### config.mk
export PLATFORM = sky130hd
export DESIGN_NAME = fault_recorder
export DESIGN_NICKNAME = d
export VERILOG_FILES = /design/src/core/fault_rec_pkg.sv /design/src/core/fault_recorder.sv /design/src/core/fault_rec_store.sv
export SDC_FILE = /design/constraint.sdc
export NUM_CORES = 2
export LEC_CHECK = 0
export BUFFER_PORTS_ARGS = -buffer_cell sky130_fd_sc_hd__buf_2
export CAP_MARGIN = 15
export CORE_ASPECT_RATIO = 2
export CORE_MARGIN = 3
export CORE_UTILIZATION = 38
export DETAILED_ROUTE_END_ITERATION = 6
export MAX_ROUTING_LAYER = met4
export PLACE_DENSITY = 0.65
export SLEW_MARGIN = 20
export SYNTH_ARGS = -nofsm -noshare
export SYNTH_HDL_FRONTEND = slang
export SYNTH_HIERARCHICAL = 1
export SYNTH_MEMORY_MAX_BITS = 65536
export SYNTH_SLANG_ARGS = --single-unit
### constraint.sdc
create_clock -name sys_clk -period 39.2 [get_ports sys_clk]
set_input_delay 1.96 -clock sys_clk [delete_from_list [all_inputs] [get_ports sys_clk]]
set_output_delay 1.96 -clock sys_clk [all_outputs]
set_load 0.1 [all_outputs]
### src/core/fault_rec_pkg.sv
// package: shared constants and record layout for the fault recorder
package fault_rec_pkg;
  // ==========================================
  // sizes
  localparam int NUM_MODS = 8;
  localparam int MOD_W = 3;
  localparam int DEPTH = 20;
  localparam int PTR_W = 5;
  localparam int TIME_W = 24;
  localparam int MEAS_W = 16;
  localparam int NUM_MEAS = 4;
  localparam int FNUM_W = 16;
  localparam int STAMP_W = 32;
  localparam int SET_W = 2;
  localparam int SPEC_W = 8;
  // ==========================================
  // timing: one tick per millisecond at 10 MHz
  localparam int CLK_NS = 100;
  localparam int TICK_NS = 1000000;
  localparam int TICK_CYC = TICK_NS / CLK_NS;
  localparam logic [13:0] TICK_LAST = 14'(TICK_CYC - 1);
  localparam logic [PTR_W-1:0] PTR_LAST = 5'h13;
  localparam logic [PTR_W-1:0] PTR_ZERO = 5'h00;
  localparam logic [PTR_W-1:0] CNT_FULL = 5'h14;
  localparam logic [TIME_W-1:0] TIME_MAX = 24'hFFFFFF;
  localparam logic [FNUM_W-1:0] FNUM_ONE = 16'h0001;
  // ==========================================
  typedef enum logic {MODE_TRIPS_ONLY, MODE_ALARMS_TRIPS} rec_mode_t;
  typedef struct packed {
    logic [STAMP_W-1:0] stamp;
    logic [FNUM_W-1:0] fault_no;
    logic [FNUM_W-1:0] grid_no;
    logic [SET_W-1:0] param_set;
    logic adapt_used;
    logic [SET_W-1:0] adapt_set;
    logic [TIME_W-1:0] duration;
    logic [TIME_W-1:0] time_to_trip;
    logic ttt_valid;
    logic [MOD_W-1:0] first_pickup;
    logic [MOD_W-1:0] first_trip;
    logic tripped;
    logic [SPEC_W-1:0] func_info;
    logic [NUM_MEAS*MEAS_W-1:0] meas;
    logic [31:0] settings_ver;
  } fault_record_t;
endpackage

### src/core/fault_recorder.sv
// file: fault recorder top, pickup/trip watcher and record builder
`timescale 1ns/10ps
`default_nettype none
module fault_recorder
  import fault_rec_pkg::*;
(
  // clock and reset
  input wire logic sys_clk,
  input wire logic nrst,
  // protection modules
  input wire logic [NUM_MODS-1:0] mod_pickup,
  input wire logic [NUM_MODS-1:0] mod_trip,
  input wire logic [NUM_MODS*SPEC_W-1:0] mod_func_info,
  input wire logic [NUM_MODS*MEAS_W-1:0] meas_values,
  input wire logic auto_reclose,
  // configuration
  input wire logic record_mode,
  input wire logic [TIME_W-1:0] meas_delay_ticks,
  input wire logic [STAMP_W-1:0] date_time,
  input wire logic [SET_W-1:0] param_set,
  input wire logic adapt_in_use,
  input wire logic [SET_W-1:0] active_adaptive_set,
  input wire logic [31:0] settings_ver,
  // readout and display
  input wire logic [PTR_W-1:0] rd_age,
  input wire logic notice_ack,
  output var fault_record_t rd_record,
  output logic rd_settings_changed,
  output var fault_record_t safe_record,
  output logic [PTR_W-1:0] rec_count,
  output logic notice,
  output logic [PTR_W-1:0] notice_idx,
  output logic gen_pickup,
  output logic gen_trip
);
  typedef enum logic [1:0] {ST_IDLE, ST_ACTIVE, ST_WAIT_MEAS} rec_state_t;

  // =============================================
  // reset release: two flops, assert async, release sync
  logic rst_s1_r, rst_n;
  always_ff @(posedge sys_clk or negedge nrst) begin
    if (!nrst) begin
      rst_s1_r <= 1'b0;
      rst_n <= 1'b0;
    end else begin
      rst_s1_r <= 1'b1;
      rst_n <= rst_s1_r;
    end
  end

  // =============================================
  // general signals and edges
  logic pick_any, trip_any, pick_d_r, trip_d_r;
  logic pick_rise, pick_fall, trip_rise;
  assign pick_any = |mod_pickup;
  assign trip_any = |mod_trip;
  assign pick_rise = pick_any & ~pick_d_r;
  assign pick_fall = ~pick_any & pick_d_r;
  assign trip_rise = trip_any & ~trip_d_r;

  always_ff @(posedge sys_clk or negedge rst_n) begin
    if (!rst_n) begin
      pick_d_r <= 1'b0;
      trip_d_r <= 1'b0;
      gen_pickup <= 1'b0;
      gen_trip <= 1'b0;
    end else begin
      pick_d_r <= pick_any;
      trip_d_r <= trip_any;
      gen_pickup <= pick_any;
      gen_trip <= trip_any;
    end
  end

  // lowest-numbered module wins when several assert together
  function automatic logic [MOD_W-1:0] first_set(input logic [NUM_MODS-1:0] v);
    logic [MOD_W-1:0] idx;
    idx = '0;
    for (int i = NUM_MODS - 1; i >= 0; i--) begin
      if (v[i]) begin
        idx = MOD_W'(i);
      end
    end
    return idx;
  endfunction

  // =============================================
  // millisecond tick prescaler
  logic [13:0] pre_r;
  logic tick;
  assign tick = (pre_r == TICK_LAST);
  always_ff @(posedge sys_clk or negedge rst_n) begin
    if (!rst_n) begin
      pre_r <= '0;
    end else begin
      pre_r <= tick ? '0 : pre_r + 14'h0001;
    end
  end

  // =============================================
  // record state machine
  rec_state_t state_r;
  fault_record_t cur_r;
  logic [TIME_W-1:0] dur_r, delay_r;
  logic commit_r, meas_done_r;
  logic [FNUM_W-1:0] fault_no_r, grid_no_r;
  logic [PTR_W-1:0] newest_idx;
  logic [PTR_W-1:0] store_cnt;
  fault_record_t store_rd;

  // fault counters
  always_ff @(posedge sys_clk or negedge rst_n) begin
    if (!rst_n) begin
      fault_no_r <= '0;
      grid_no_r <= '0;
    end else if (pick_rise) begin
      fault_no_r <= fault_no_r + FNUM_ONE;
      if (!auto_reclose) begin
        grid_no_r <= grid_no_r + FNUM_ONE;
      end
    end
  end

  // duration timer saturates rather than wrapping
  always_ff @(posedge sys_clk or negedge rst_n) begin
    if (!rst_n) begin
      dur_r <= '0;
    end else if (pick_rise) begin
      dur_r <= '0;
    end else if (tick && dur_r != TIME_MAX) begin
      dur_r <= dur_r + 24'h000001;
    end
  end

  always_ff @(posedge sys_clk or negedge rst_n) begin
    if (!rst_n) begin
      state_r <= ST_IDLE;
      cur_r <= '0;
      delay_r <= '0;
      commit_r <= 1'b0;
      meas_done_r <= 1'b0;
    end else begin
      commit_r <= 1'b0;
      case (state_r)
        ST_IDLE: begin
          if (pick_rise) begin
            state_r <= ST_ACTIVE;
            meas_done_r <= 1'b0;
            cur_r <= '0;
            cur_r.stamp <= date_time;
            cur_r.param_set <= param_set;
            cur_r.adapt_used <= adapt_in_use;
            cur_r.adapt_set <= adapt_in_use ? active_adaptive_set : '0;
            cur_r.fault_no <= fault_no_r + FNUM_ONE;
            cur_r.grid_no <= auto_reclose ? grid_no_r : grid_no_r + FNUM_ONE;
            cur_r.first_pickup <= first_set(mod_pickup);
            cur_r.func_info <= mod_func_info[first_set(mod_pickup)*SPEC_W +: SPEC_W];
            cur_r.settings_ver <= settings_ver;
          end
        end
        ST_ACTIVE, ST_WAIT_MEAS: begin
          // first trip of this fault: a level test, so a trip rising with the pickup is kept
          if (trip_any && !cur_r.tripped) begin
            cur_r.tripped <= 1'b1;
            cur_r.first_trip <= first_set(mod_trip);
            cur_r.time_to_trip <= dur_r;
            cur_r.ttt_valid <= (first_set(mod_trip) == cur_r.first_pickup);
            if (meas_delay_ticks == '0) begin
              cur_r.meas <= meas_values[NUM_MEAS*MEAS_W-1:0];
              meas_done_r <= 1'b1;
            end else begin
              delay_r <= meas_delay_ticks;
              state_r <= ST_WAIT_MEAS;
            end
          end
          if (state_r == ST_WAIT_MEAS && tick) begin
            if (delay_r == 24'h000001) begin
              cur_r.meas <= meas_values[NUM_MEAS*MEAS_W-1:0];
              meas_done_r <= 1'b1;
              state_r <= ST_ACTIVE;
            end else begin
              delay_r <= delay_r - 24'h000001;
            end
          end
          // pickup fall ends the fault; a pending delayed capture is cut short
          if (pick_fall) begin
            cur_r.duration <= dur_r;
            if (state_r == ST_WAIT_MEAS && !meas_done_r) begin
              cur_r.meas <= meas_values[NUM_MEAS*MEAS_W-1:0];
            end
            commit_r <= cur_r.tripped || (record_mode == MODE_ALARMS_TRIPS);
            state_r <= ST_IDLE;
          end
        end
        default: state_r <= ST_IDLE;
      endcase
    end
  end

  // =============================================
  // storage
  fault_rec_store u_store (
    .clk(sys_clk),
    .rst_n(rst_n),
    .wr_en(commit_r),
    .wr_rec(cur_r),
    .rd_age(rd_age),
    .rd_rec(store_rd),
    .count(store_cnt),
    .newest_idx(newest_idx)
  );

  // power-safe copy of the newest record, registered outputs
  always_ff @(posedge sys_clk or negedge rst_n) begin
    if (!rst_n) begin
      safe_record <= '0;
      rd_record <= '0;
      rd_settings_changed <= 1'b0;
      rec_count <= '0;
    end else begin
      if (commit_r) begin
        safe_record <= cur_r;
      end
      rd_record <= store_rd;
      rd_settings_changed <= (store_cnt != '0) && (store_rd.settings_ver != settings_ver);
      rec_count <= store_cnt;
    end
  end

  // display notice: a new commit wins over a simultaneous acknowledge
  always_ff @(posedge sys_clk or negedge rst_n) begin
    if (!rst_n) begin
      notice <= 1'b0;
      notice_idx <= '0;
    end else if (commit_r) begin
      notice <= 1'b1;
      notice_idx <= (newest_idx == PTR_LAST) ? PTR_ZERO : newest_idx + 5'h01;
    end else if (notice_ack) begin
      notice <= 1'b0;
    end
  end

  // =============================================
  // checks
  property p_start;
    @(posedge sys_clk) disable iff (!rst_n)
      (state_r == ST_IDLE && pick_rise) |=> state_r == ST_ACTIVE;
  endproperty
  a_start: assert property (p_start) else $error("no record start on pickup");

  property p_gen;
    @(posedge sys_clk) disable iff (!rst_n)
      1'b1 |=> (gen_pickup == |$past(mod_pickup)) && (gen_trip == |$past(mod_trip));
  endproperty
  a_gen: assert property (p_gen) else $error("general signal wrong");

  property p_notice;
    @(posedge sys_clk) disable iff (!rst_n)
      commit_r |=> notice;
  endproperty
  a_notice: assert property (p_notice) else $error("notice not raised");

  property p_trips_only;
    @(posedge sys_clk) disable iff (!rst_n)
      (pick_fall && state_r == ST_ACTIVE && !cur_r.tripped && record_mode == MODE_TRIPS_ONLY)
      |=> !commit_r;
  endproperty
  a_trips_only: assert property (p_trips_only) else $error("untripped record kept");

  property p_alarms;
    @(posedge sys_clk) disable iff (!rst_n)
      (pick_fall && state_r == ST_ACTIVE && record_mode == MODE_ALARMS_TRIPS) |=> commit_r;
  endproperty
  a_alarms: assert property (p_alarms) else $error("alarm record lost");

  property p_count;
    @(posedge sys_clk) disable iff (!rst_n)
      store_cnt <= CNT_FULL;
  endproperty
  a_count: assert property (p_count) else $error("store count above depth");

  property p_fno;
    @(posedge sys_clk) disable iff (!rst_n)
      pick_rise |=> fault_no_r == $past(fault_no_r) + FNUM_ONE;
  endproperty
  a_fno: assert property (p_fno) else $error("fault number not counted");

  property p_safe;
    @(posedge sys_clk) disable iff (!rst_n)
      commit_r |=> safe_record == $past(cur_r);
  endproperty
  a_safe: assert property (p_safe) else $error("safe copy not updated");

  property p_immediate;
    @(posedge sys_clk) disable iff (!rst_n)
      (state_r == ST_ACTIVE && trip_any && !cur_r.tripped && meas_delay_ticks == '0)
      |=> meas_done_r && cur_r.tripped;
  endproperty
  a_immediate: assert property (p_immediate) else $error("trip capture missed");

  // first trip of a fault fixes module, time and availability of time to trip
  property p_ttt;
    @(posedge sys_clk) disable iff (!rst_n)
      (state_r != ST_IDLE && trip_any && !cur_r.tripped) |=> cur_r.tripped
        && (cur_r.time_to_trip == $past(dur_r))
        && (cur_r.ttt_valid == (cur_r.first_trip == cur_r.first_pickup));
  endproperty
  a_ttt: assert property (p_ttt) else $error("time to trip wrong");

  property p_dur;
    @(posedge sys_clk) disable iff (!rst_n)
      (state_r != ST_IDLE && pick_fall)
      |=> state_r == ST_IDLE && cur_r.duration == $past(dur_r);
  endproperty
  a_dur: assert property (p_dur) else $error("fault duration wrong");

  // low measurement word, as the delayed capture must see it
  logic [NUM_MEAS*MEAS_W-1:0] meas_low;
  assign meas_low = meas_values[NUM_MEAS*MEAS_W-1:0];
  property p_delayed;
    @(posedge sys_clk) disable iff (!rst_n)
      (state_r == ST_WAIT_MEAS && tick && delay_r == 24'h000001 && !pick_fall)
      |=> meas_done_r && cur_r.meas == $past(meas_low);
  endproperty
  a_delayed: assert property (p_delayed) else $error("delayed capture missed");

  property p_grid;
    @(posedge sys_clk) disable iff (!rst_n)
      (pick_rise && auto_reclose) |=> grid_no_r == $past(grid_no_r);
  endproperty
  a_grid: assert property (p_grid) else $error("grid number counted in reclose");

  c_commit: cover property (@(posedge sys_clk) disable iff (!rst_n) commit_r);
  c_delay: cover property (@(posedge sys_clk) disable iff (!rst_n) state_r == ST_WAIT_MEAS);
  c_full: cover property (@(posedge sys_clk) disable iff (!rst_n) store_cnt == CNT_FULL);
  c_alarm_only: cover property (@(posedge sys_clk) disable iff (!rst_n) commit_r && !cur_r.tripped);
  c_late_trip: cover property (@(posedge sys_clk) disable iff (!rst_n)
    state_r == ST_ACTIVE && trip_rise);
endmodule
`default_nettype wire

### src/core/fault_rec_store.sv
// file: twenty-entry ring store of committed fault records
`timescale 1ns/10ps
`default_nettype none
module fault_rec_store
  import fault_rec_pkg::*;
(
  // clock and reset
  input wire logic clk,
  input wire logic rst_n,
  // commit side
  input wire logic wr_en,
  input var fault_record_t wr_rec,
  // read side
  input wire logic [PTR_W-1:0] rd_age,
  output var fault_record_t rd_rec,
  output logic [PTR_W-1:0] count,
  output logic [PTR_W-1:0] newest_idx
);
  fault_record_t mem [DEPTH];
  logic [PTR_W-1:0] wr_ptr_r;
  logic [PTR_W-1:0] cnt_r;
  logic [PTR_W-1:0] rd_idx;

  // =============================================
  // whole record written in one cycle, so a reader never sees a half record
  always_ff @(posedge clk) begin
    if (wr_en) begin
      mem[wr_ptr_r] <= wr_rec;
    end
  end

  // ring pointer: when full the oldest slot is simply overwritten
  always_ff @(posedge clk or negedge rst_n) begin
    if (!rst_n) begin
      wr_ptr_r <= PTR_ZERO;
      cnt_r <= PTR_ZERO;
    end else if (wr_en) begin
      wr_ptr_r <= (wr_ptr_r == PTR_LAST) ? PTR_ZERO : wr_ptr_r + 5'h01;
      if (cnt_r != CNT_FULL) begin
        cnt_r <= cnt_r + 5'h01;
      end
    end
  end

  // age 0 is the newest record
  always_comb begin
    newest_idx = (wr_ptr_r == PTR_ZERO) ? PTR_LAST : wr_ptr_r - 5'h01;
    if (rd_age > newest_idx) begin
      rd_idx = 5'(newest_idx + CNT_FULL - rd_age);
    end else begin
      rd_idx = newest_idx - rd_age;
    end
  end

  assign rd_rec = mem[rd_idx];
  assign count = cnt_r;
endmodule
`default_nettype wire

# Word level (Yosys, flattened, before mapping)
# Memory sizes are Yosys's and may differ from the RTL's.
# Cells that the tools add are included.
[classes]
shift = 1
n_reduce_logical = 23
bitwise_logic = 4
order_cmp = 1
mux = 65
add_sub_neg = 12
n_eq_ne = 13
[ops]
columns = ["operator", "count"]
rows = [
  ["$mux 64", 6],
  ["$mux 24", 7],
  ["$mux 160", 1],
  ["$pmux 64 s2", 1],
  ["$pmux 49 s2", 1],
  ["$shiftx 64x7->8", 1],
  ["$mux 3", 20],
  ["$add 16x1->16 const B", 2],
  ["$ne 32x32->1", 1],
  ["$mux 25", 1],
  ["$add 24x1->24 const B", 1],
  ["$eq 24x1->1 const B", 1],
  ["$logic_not 24->1", 1],
  ["$ne 24x24->1 const B", 1],
  ["$sub 24x1->24 const B", 1],
  ["$mux 5", 4],
  ["$mux 16", 1],
  ["$reduce_or 8->1", 2],
  ["$add 5x1->5 const B", 3],
  ["$add 14x1->14 const B", 1],
  ["$eq 14x14->1 const B", 1],
  ["$mux 14", 1],
  ["$mux 2", 7],
  ["$mux 1", 11],
  ["other kinds (26)", 42],
]
[totals]
out_inout_bits = 472
elab_cells = 183
register_bits = 811
ram_bits = 4580
inputBits = 311
mem_count = 1
[memory_table]
columns = ["memory", "words", "width", "rd", "rd_clocked_by_memory_dff", "wr", "line_no", "text"]
rows = [
  ["u_store.mem", 20, 229, 1, 0, 1, "fault_rec_store.sv:19", "fault_record_t mem [DEPTH];"],
]

# Longest topological paths before layout
[logic_depth]
depth_word = 13
mapped_depth = 22
mapped_depth_nobuf = 19

# Hierarchy
# Netlist, hierarchy kept.
[by_module_without_submodules]
columns = ["module", "n_inst", "cells_per_inst", "area_each_um2"]
rows = [
  ["fault_rec_store", 1, 7136, 176155.2],
  ["fault_recorder", 1, 2258, 29648.4],
]

# Worst setup path after synthesis
# No wires, ideal clock.
[synth_path]
path_type = "reg-to-reg"
from = "reg commit_r"
to = "mem u_store/mem[19][0] in the netlist's numbering, enable pin"
t_arrival_ps = 10432
setup_slack_ps = 27943
period_less_slack_ps = 11257
stages_incl_launch_ff = 4
path_buffers = 1
setup_ps = 825
required_ps = 38375
cell_sequence = "dfrtp_1 clkbuf_1 nand2_1 nor2_1"
[synth_via]
elab_chain_cells = 2
[synth_lines]
columns = ["element", "line_no", "text"]
rows = [
  ["start: declaration", "fault_recorder.sv:105", "logic commit_r, meas_done_r;"],
  ["start signal: assignment", "fault_recorder.sv:191", "commit_r <= cur_r.tripped || (record_mode == MODE_ALARMS_TRIPS);"],
  ["$mux 1", "fault_rec_store.sv:27", "if (wr_en) begin"],
  ["$mux 1 (implied by the code)", "fault_rec_store.sv:28", "mem[wr_ptr_r] <= wr_rec;"],
  ["end: declaration", "fault_rec_store.sv:19", ""],
]
# No other way between the ends.

==> metrics.txt <==
# TYPE chip_impl_metric gauge
chip_impl_info{name="postSynth.topFlopCell",value="edfxtp_1"} 1
chip_impl_metric{name="complex_gate_fraction_of_the_synthesized_area",unit="%"} 1.16
chip_impl_info{name="highest_layer",value="met4"} 1
chip_impl_metric{name="gr-usage-all-layers",unit="%"} 20.1
chip_impl_info{name="grt_setup_unrepaired",value="false"} 1
chip_impl_metric{name="initial_antenna_violation_count",unit=""} 50
chip_impl_info{name="start_kind",value="flop"} 1
chip_impl_metric{name="detail_route.first_pass.iterations",unit=""} 7
chip_impl_metric{name="synth_mux_area_share",unit="%"} 18.5
chip_impl_metric{name="cts-hold-fix-buffers",unit=""} 0
chip_impl_metric{name="finalCoreUtilization",unit="%"} 43.3
chip_impl_metric{name="drt-met1-wl",unit="um"} 213000
chip_impl_info{name="most-common-layout-cells",value="edfxtp_1 (4580), mux4_2 (1145), dfrtp_1 (803), buf_2 (718), mux2i_1 (693)"} 1
chip_impl_metric{name="ys_seq_elements",unit=""} 5391
chip_impl_metric{name="io-pin-count",unit=""} 783
chip_impl_metric{name="max_clock_freq",unit="MHz"} 129
chip_impl_info{name="cts.root.buffer_cell",value="clkbuf_16"} 1
chip_impl_metric{name="grt_first_pass_wirelength",unit="um"} 774000
chip_impl_info{name="hp-class",value="reg -> async"} 1
chip_impl_metric{name="fp.dieArea",unit="um^2"} 551000
chip_impl_metric{name="clkLatencyLatePin",unit="ns"} 1.05
chip_impl_metric{name="slew_viol_final",unit=""} 0
chip_impl_metric{name="layout-drive-gt1-share",unit="%"} 30.9
chip_impl_metric{name="post_drt_via_cell_ratio",unit=""} 5.56
chip_impl_metric{name="clkSinkCount",unit=""} 5391
chip_impl_metric{name="finalWeightedCongestion",unit=""} 0.872
chip_impl_metric{name="critPathArrivalTime",unit="ns"} 8.63
chip_impl_metric{name="syn_inst_count",unit=""} 9394
chip_impl_metric{name="power",unit="mW"} 14.4
chip_impl_metric{name="period_needed",unit="ns"} 7.77
chip_impl_metric{name="finalSetupTns",unit="ns"} 0
chip_impl_metric{name="postSynth.asyncResetShare",unit="%"} 15.0
chip_impl_metric{name="synth_edf_count",unit=""} 4580
chip_impl_info{name="path_class",value="reg -> reg"} 1
chip_impl_metric{name="synth_xor_xnor_area_share",unit="%"} 0.575
chip_impl_metric{name="postCtsResizedCells",unit=""} 0
chip_impl_metric{name="timing.final.hold_violations",unit=""} 0
chip_impl_metric{name="leakage_power_figure",unit="nW"} 82.6
chip_impl_metric{name="yosysSeqAreaShare",unit="%"} 76.7
chip_impl_metric{name="nNetsFinal",unit=""} 10700
chip_impl_info{name="timing.critical_path.to_type",value="flop"} 1
chip_impl_info{name="status",value="finished, final reports clean"} 1
chip_impl_metric{name="global_route.overflow_total",unit=""} 0
chip_impl_metric{name="pin_count_of_the_biggest_net_entering_global_routing",unit=""} 155
chip_impl_metric{name="port_buffers",unit=""} 718
chip_impl_info{name="layout_commonest_cell",value="edfxtp_1"} 1
chip_impl_metric{name="synth_warnings",unit=""} 6
chip_impl_info{name="clock_tree_from_tritoncts",value="done"} 1
chip_impl_metric{name="routed-via-count",unit=""} 99200
chip_impl_metric{name="syn-num-nets",unit=""} 9735
chip_impl_metric{name="timing.clock.skew",unit="ns"} 0.100
chip_impl_metric{name="tightestPinTransition",unit="ns"} 1.34
chip_impl_metric{name="syn2layout_area_growth",unit="%"} 13.2
chip_impl_metric{name="slew_headroom",unit="%"} 11.0
chip_impl_metric{name="post_cts_setup_inserts",unit=""} 0
chip_impl_metric{name="routed_wirelength",unit="um"} 543000
chip_impl_metric{name="final.period_utilization",unit="%"} 19.8
chip_impl_metric{name="wl_per_cell",unit="um"} 30.5
chip_impl_metric{name="yosysUniqueCellTypes",unit=""} 88
chip_impl_metric{name="htree_levels",unit=""} 5
chip_impl_metric{name="core_outline_area",unit="um^2"} 539000
chip_impl_metric{name="timing.max_cap.violations",unit=""} 0
chip_impl_metric{name="fillerInstances",unit=""} 45700
chip_impl_metric{name="postRouteAntennaNets",unit=""} 0
chip_impl_metric{name="syn-mean-instance-area",unit="um^2"} 21.9
chip_impl_metric{name="grt_pass1_vias",unit=""} 106000
chip_impl_metric{name="initial_utilization",unit="%"} 38.2
chip_impl_metric{name="max-vdd-ir-drop",unit="V"} 0.0000664
chip_impl_metric{name="synthSimpleGateAreaFrac",unit="%"} 1.52
chip_impl_metric{name="detailroute.wirelength.met2",unit="um"} 278000
chip_impl_metric{name="cp_max_fo",unit=""} 59
chip_impl_metric{name="finalSetupViolCount",unit=""} 0
chip_impl_metric{name="chipHeight",unit="um"} 1050
chip_impl_metric{name="drc",unit=""} 0
chip_impl_metric{name="die_width",unit="um"} 526
chip_impl_metric{name="synth_fa_ha_area_share",unit="%"} 0.197
chip_impl_metric{name="numCtsBuffers",unit=""} 469
chip_impl_metric{name="pwr_density_cell",unit="nW/um^2"} 61.8
chip_impl_metric{name="route.met3.wl",unit="um"} 33700
chip_impl_metric{name="cp.required",unit="ns"} 40.06
chip_impl_info{name="synth_top_family_by_area",value="multiplexers"} 1
chip_impl_metric{name="drt_iter0_drc",unit=""} 9772
chip_impl_metric{name="syn_area",unit="um^2"} 206000
chip_impl_metric{name="clkSlewWorstSetupHoldPaths",unit="ns"} 0.07
chip_impl_metric{name="placementRows",unit=""} 381
chip_impl_metric{name="cts-root-to-sink-buffers",unit=""} 5
chip_impl_metric{name="post_dp_hpwl",unit="um"} 307000
==> final cells by class <==
class                   instances  area, um^2  share of cell area [%]
flip-flops and latches       5391      158000                    67.7
multi-input cells            3500       45400                    19.5
clock buffers                 601       12700                    5.46
well taps                    7085        8860                    3.80
repair buffers                948        5660                    2.43
clock inverters               252        2330                    1.00
inverters                      43         161                  0.0693
diodes                         23        57.6                  0.0247
==> metrics by stage <==
step | area, um^2 | std cells | hold slack, ns | setup WS, ns
5_1_grt | 233000 | 17800 | 0.324 | 31.09
3_3_place_gp | 218000 | 17000 | 0.295 | 30.56
2_1_floorplan | 206000 | 9394 | 0.331 | 14.92
4_1_cts | 233000 | 17800 | 0.298 | 31.43
6_report | 233000 | 17800 | 0.277 | 31.43
3_5_place_dp | 218000 | 17000 | 0.305 | 30.66
==> cells by family (layout without fill, tap and decap cells) <==
family,after synthesis,after routing
other,1,24
xor gates and xnor gates,135,135
adders and majority gates,30,30
AOI/OAI and AO/OA,337,337
and+or+nand+nor,691,691
muxes,2306,2306
buffers and inverters,503,1844
DFF,5391,5391
==> path summary, 6_finish.rpt <==
path                                                  to  slack, ns  depth (start not counted)                             from
max in group asynchronous        rd_record[59]$_DFF_PN0_      34.65                          5                  rst_n$_DFF_PN0_
setup / recovery           rd_settings_changed$_DFF_PN0_      31.43                         23  u_store/wr_ptr_r[0]$_DFFE_PN0P_
min in group sys_clk                     rst_n$_DFF_PN0_       0.36                          0               rst_s1_r$_DFF_PN0_
hold / removal                   rd_record[24]$_DFF_PN0_       0.28                          0                  rst_n$_DFF_PN0_
setup reg to reg           rd_settings_changed$_DFF_PN0_      31.43                         23  u_store/wr_ptr_r[0]$_DFFE_PN0P_
hold reg to reg                  rd_record[24]$_DFF_PN0_       0.28                          0                  rst_n$_DFF_PN0_
==> flip-flops by register name (all words and copies together) (netlist names), 2 cells and up <==
register          cells
u_store/mem        4580
cur_r               229
rd_record           229
safe_record         229
delay_r              24
dur_r                24
fault_no_r           16
grid_no_r            16
pre_r                14
notice_idx            5
rec_count             5
u_store/count         5
u_store/wr_ptr_r      5
state_r               2
==> cell usage after synthesis (8+ instances only) <==
cell type | number | area share, %
buf_8 | 17 | 0.12
mux2_2 | 467 | 2.6
clkbuf_1 | 201 | 0.37
nand3_1 | 41 | 0.10
inv_1 | 43 | 0.078
edfxtp_1 | 4580 | 67
ha_1 | 26 | 0.16
dfrtp_1 | 811 | 9.9
nand2b_1 | 8 | 0.024
mux2i_1 | 694 | 3.4
nand4_1 | 29 | 0.088
nand2_1 | 368 | 0.67
mux4_2 | 1145 | 13
a211oi_1 | 12 | 0.044
nor2b_1 | 11 | 0.033
xnor2_1 | 88 | 0.37
o21ai_0 | 92 | 0.22
buf_1 | 12 | 0.022
o22ai_1 | 11 | 0.033
buf_4 | 21 | 0.077
and3_1 | 12 | 0.036
buf_12 | 28 | 0.27
o31ai_1 | 11 | 0.040
xor2_1 | 47 | 0.20
a21oi_1 | 50 | 0.12
a22o_1 | 95 | 0.40
nor3_1 | 36 | 0.088
nor2_1 | 114 | 0.21
buf_2 | 172 | 0.42
nor4_1 | 20 | 0.061
==> metal layers <==
metal | GRT usage, % | vias to the layer above
met5 | - | -
met4 | 6.65 | 0
met3 | 2.78 | 913
met2 | 34.0 | 3926
met1 | 25.1 | 54000
li1 | - | 40400
==> report_power, final <==
group	leakage, nW	internal, mW	switching (mW)
clock network	7.34	2.53	2.07
logic	20.7	1.03	2.15
registers	54.5	6.40	0.216
==> worst max-delay path: stages, from the launching register on <==
cell	delay (ns)
dfrtp_1	0.46
inv_1	0.15
ha_1	0.26
nand2_1	0.09
nand3_1	0.09
o21a_1	0.23
inv_1	0.15
ha_1	0.41
inv_1	0.10
fa_1	0.48
nor2b_1	0.08
a21boi_0	0.17
a311oi_4	0.27
buf_4	0.59
buf_4	0.74
buf_12	0.53
buf_4	0.74
mux2i_1	0.26
mux2i_1	0.14
mux2_2	0.39
xnor2_1	0.46
nand4_1	0.15
nor4_1	0.32
a21oi_1	0.12
Power figures use the tool's default switching activity.
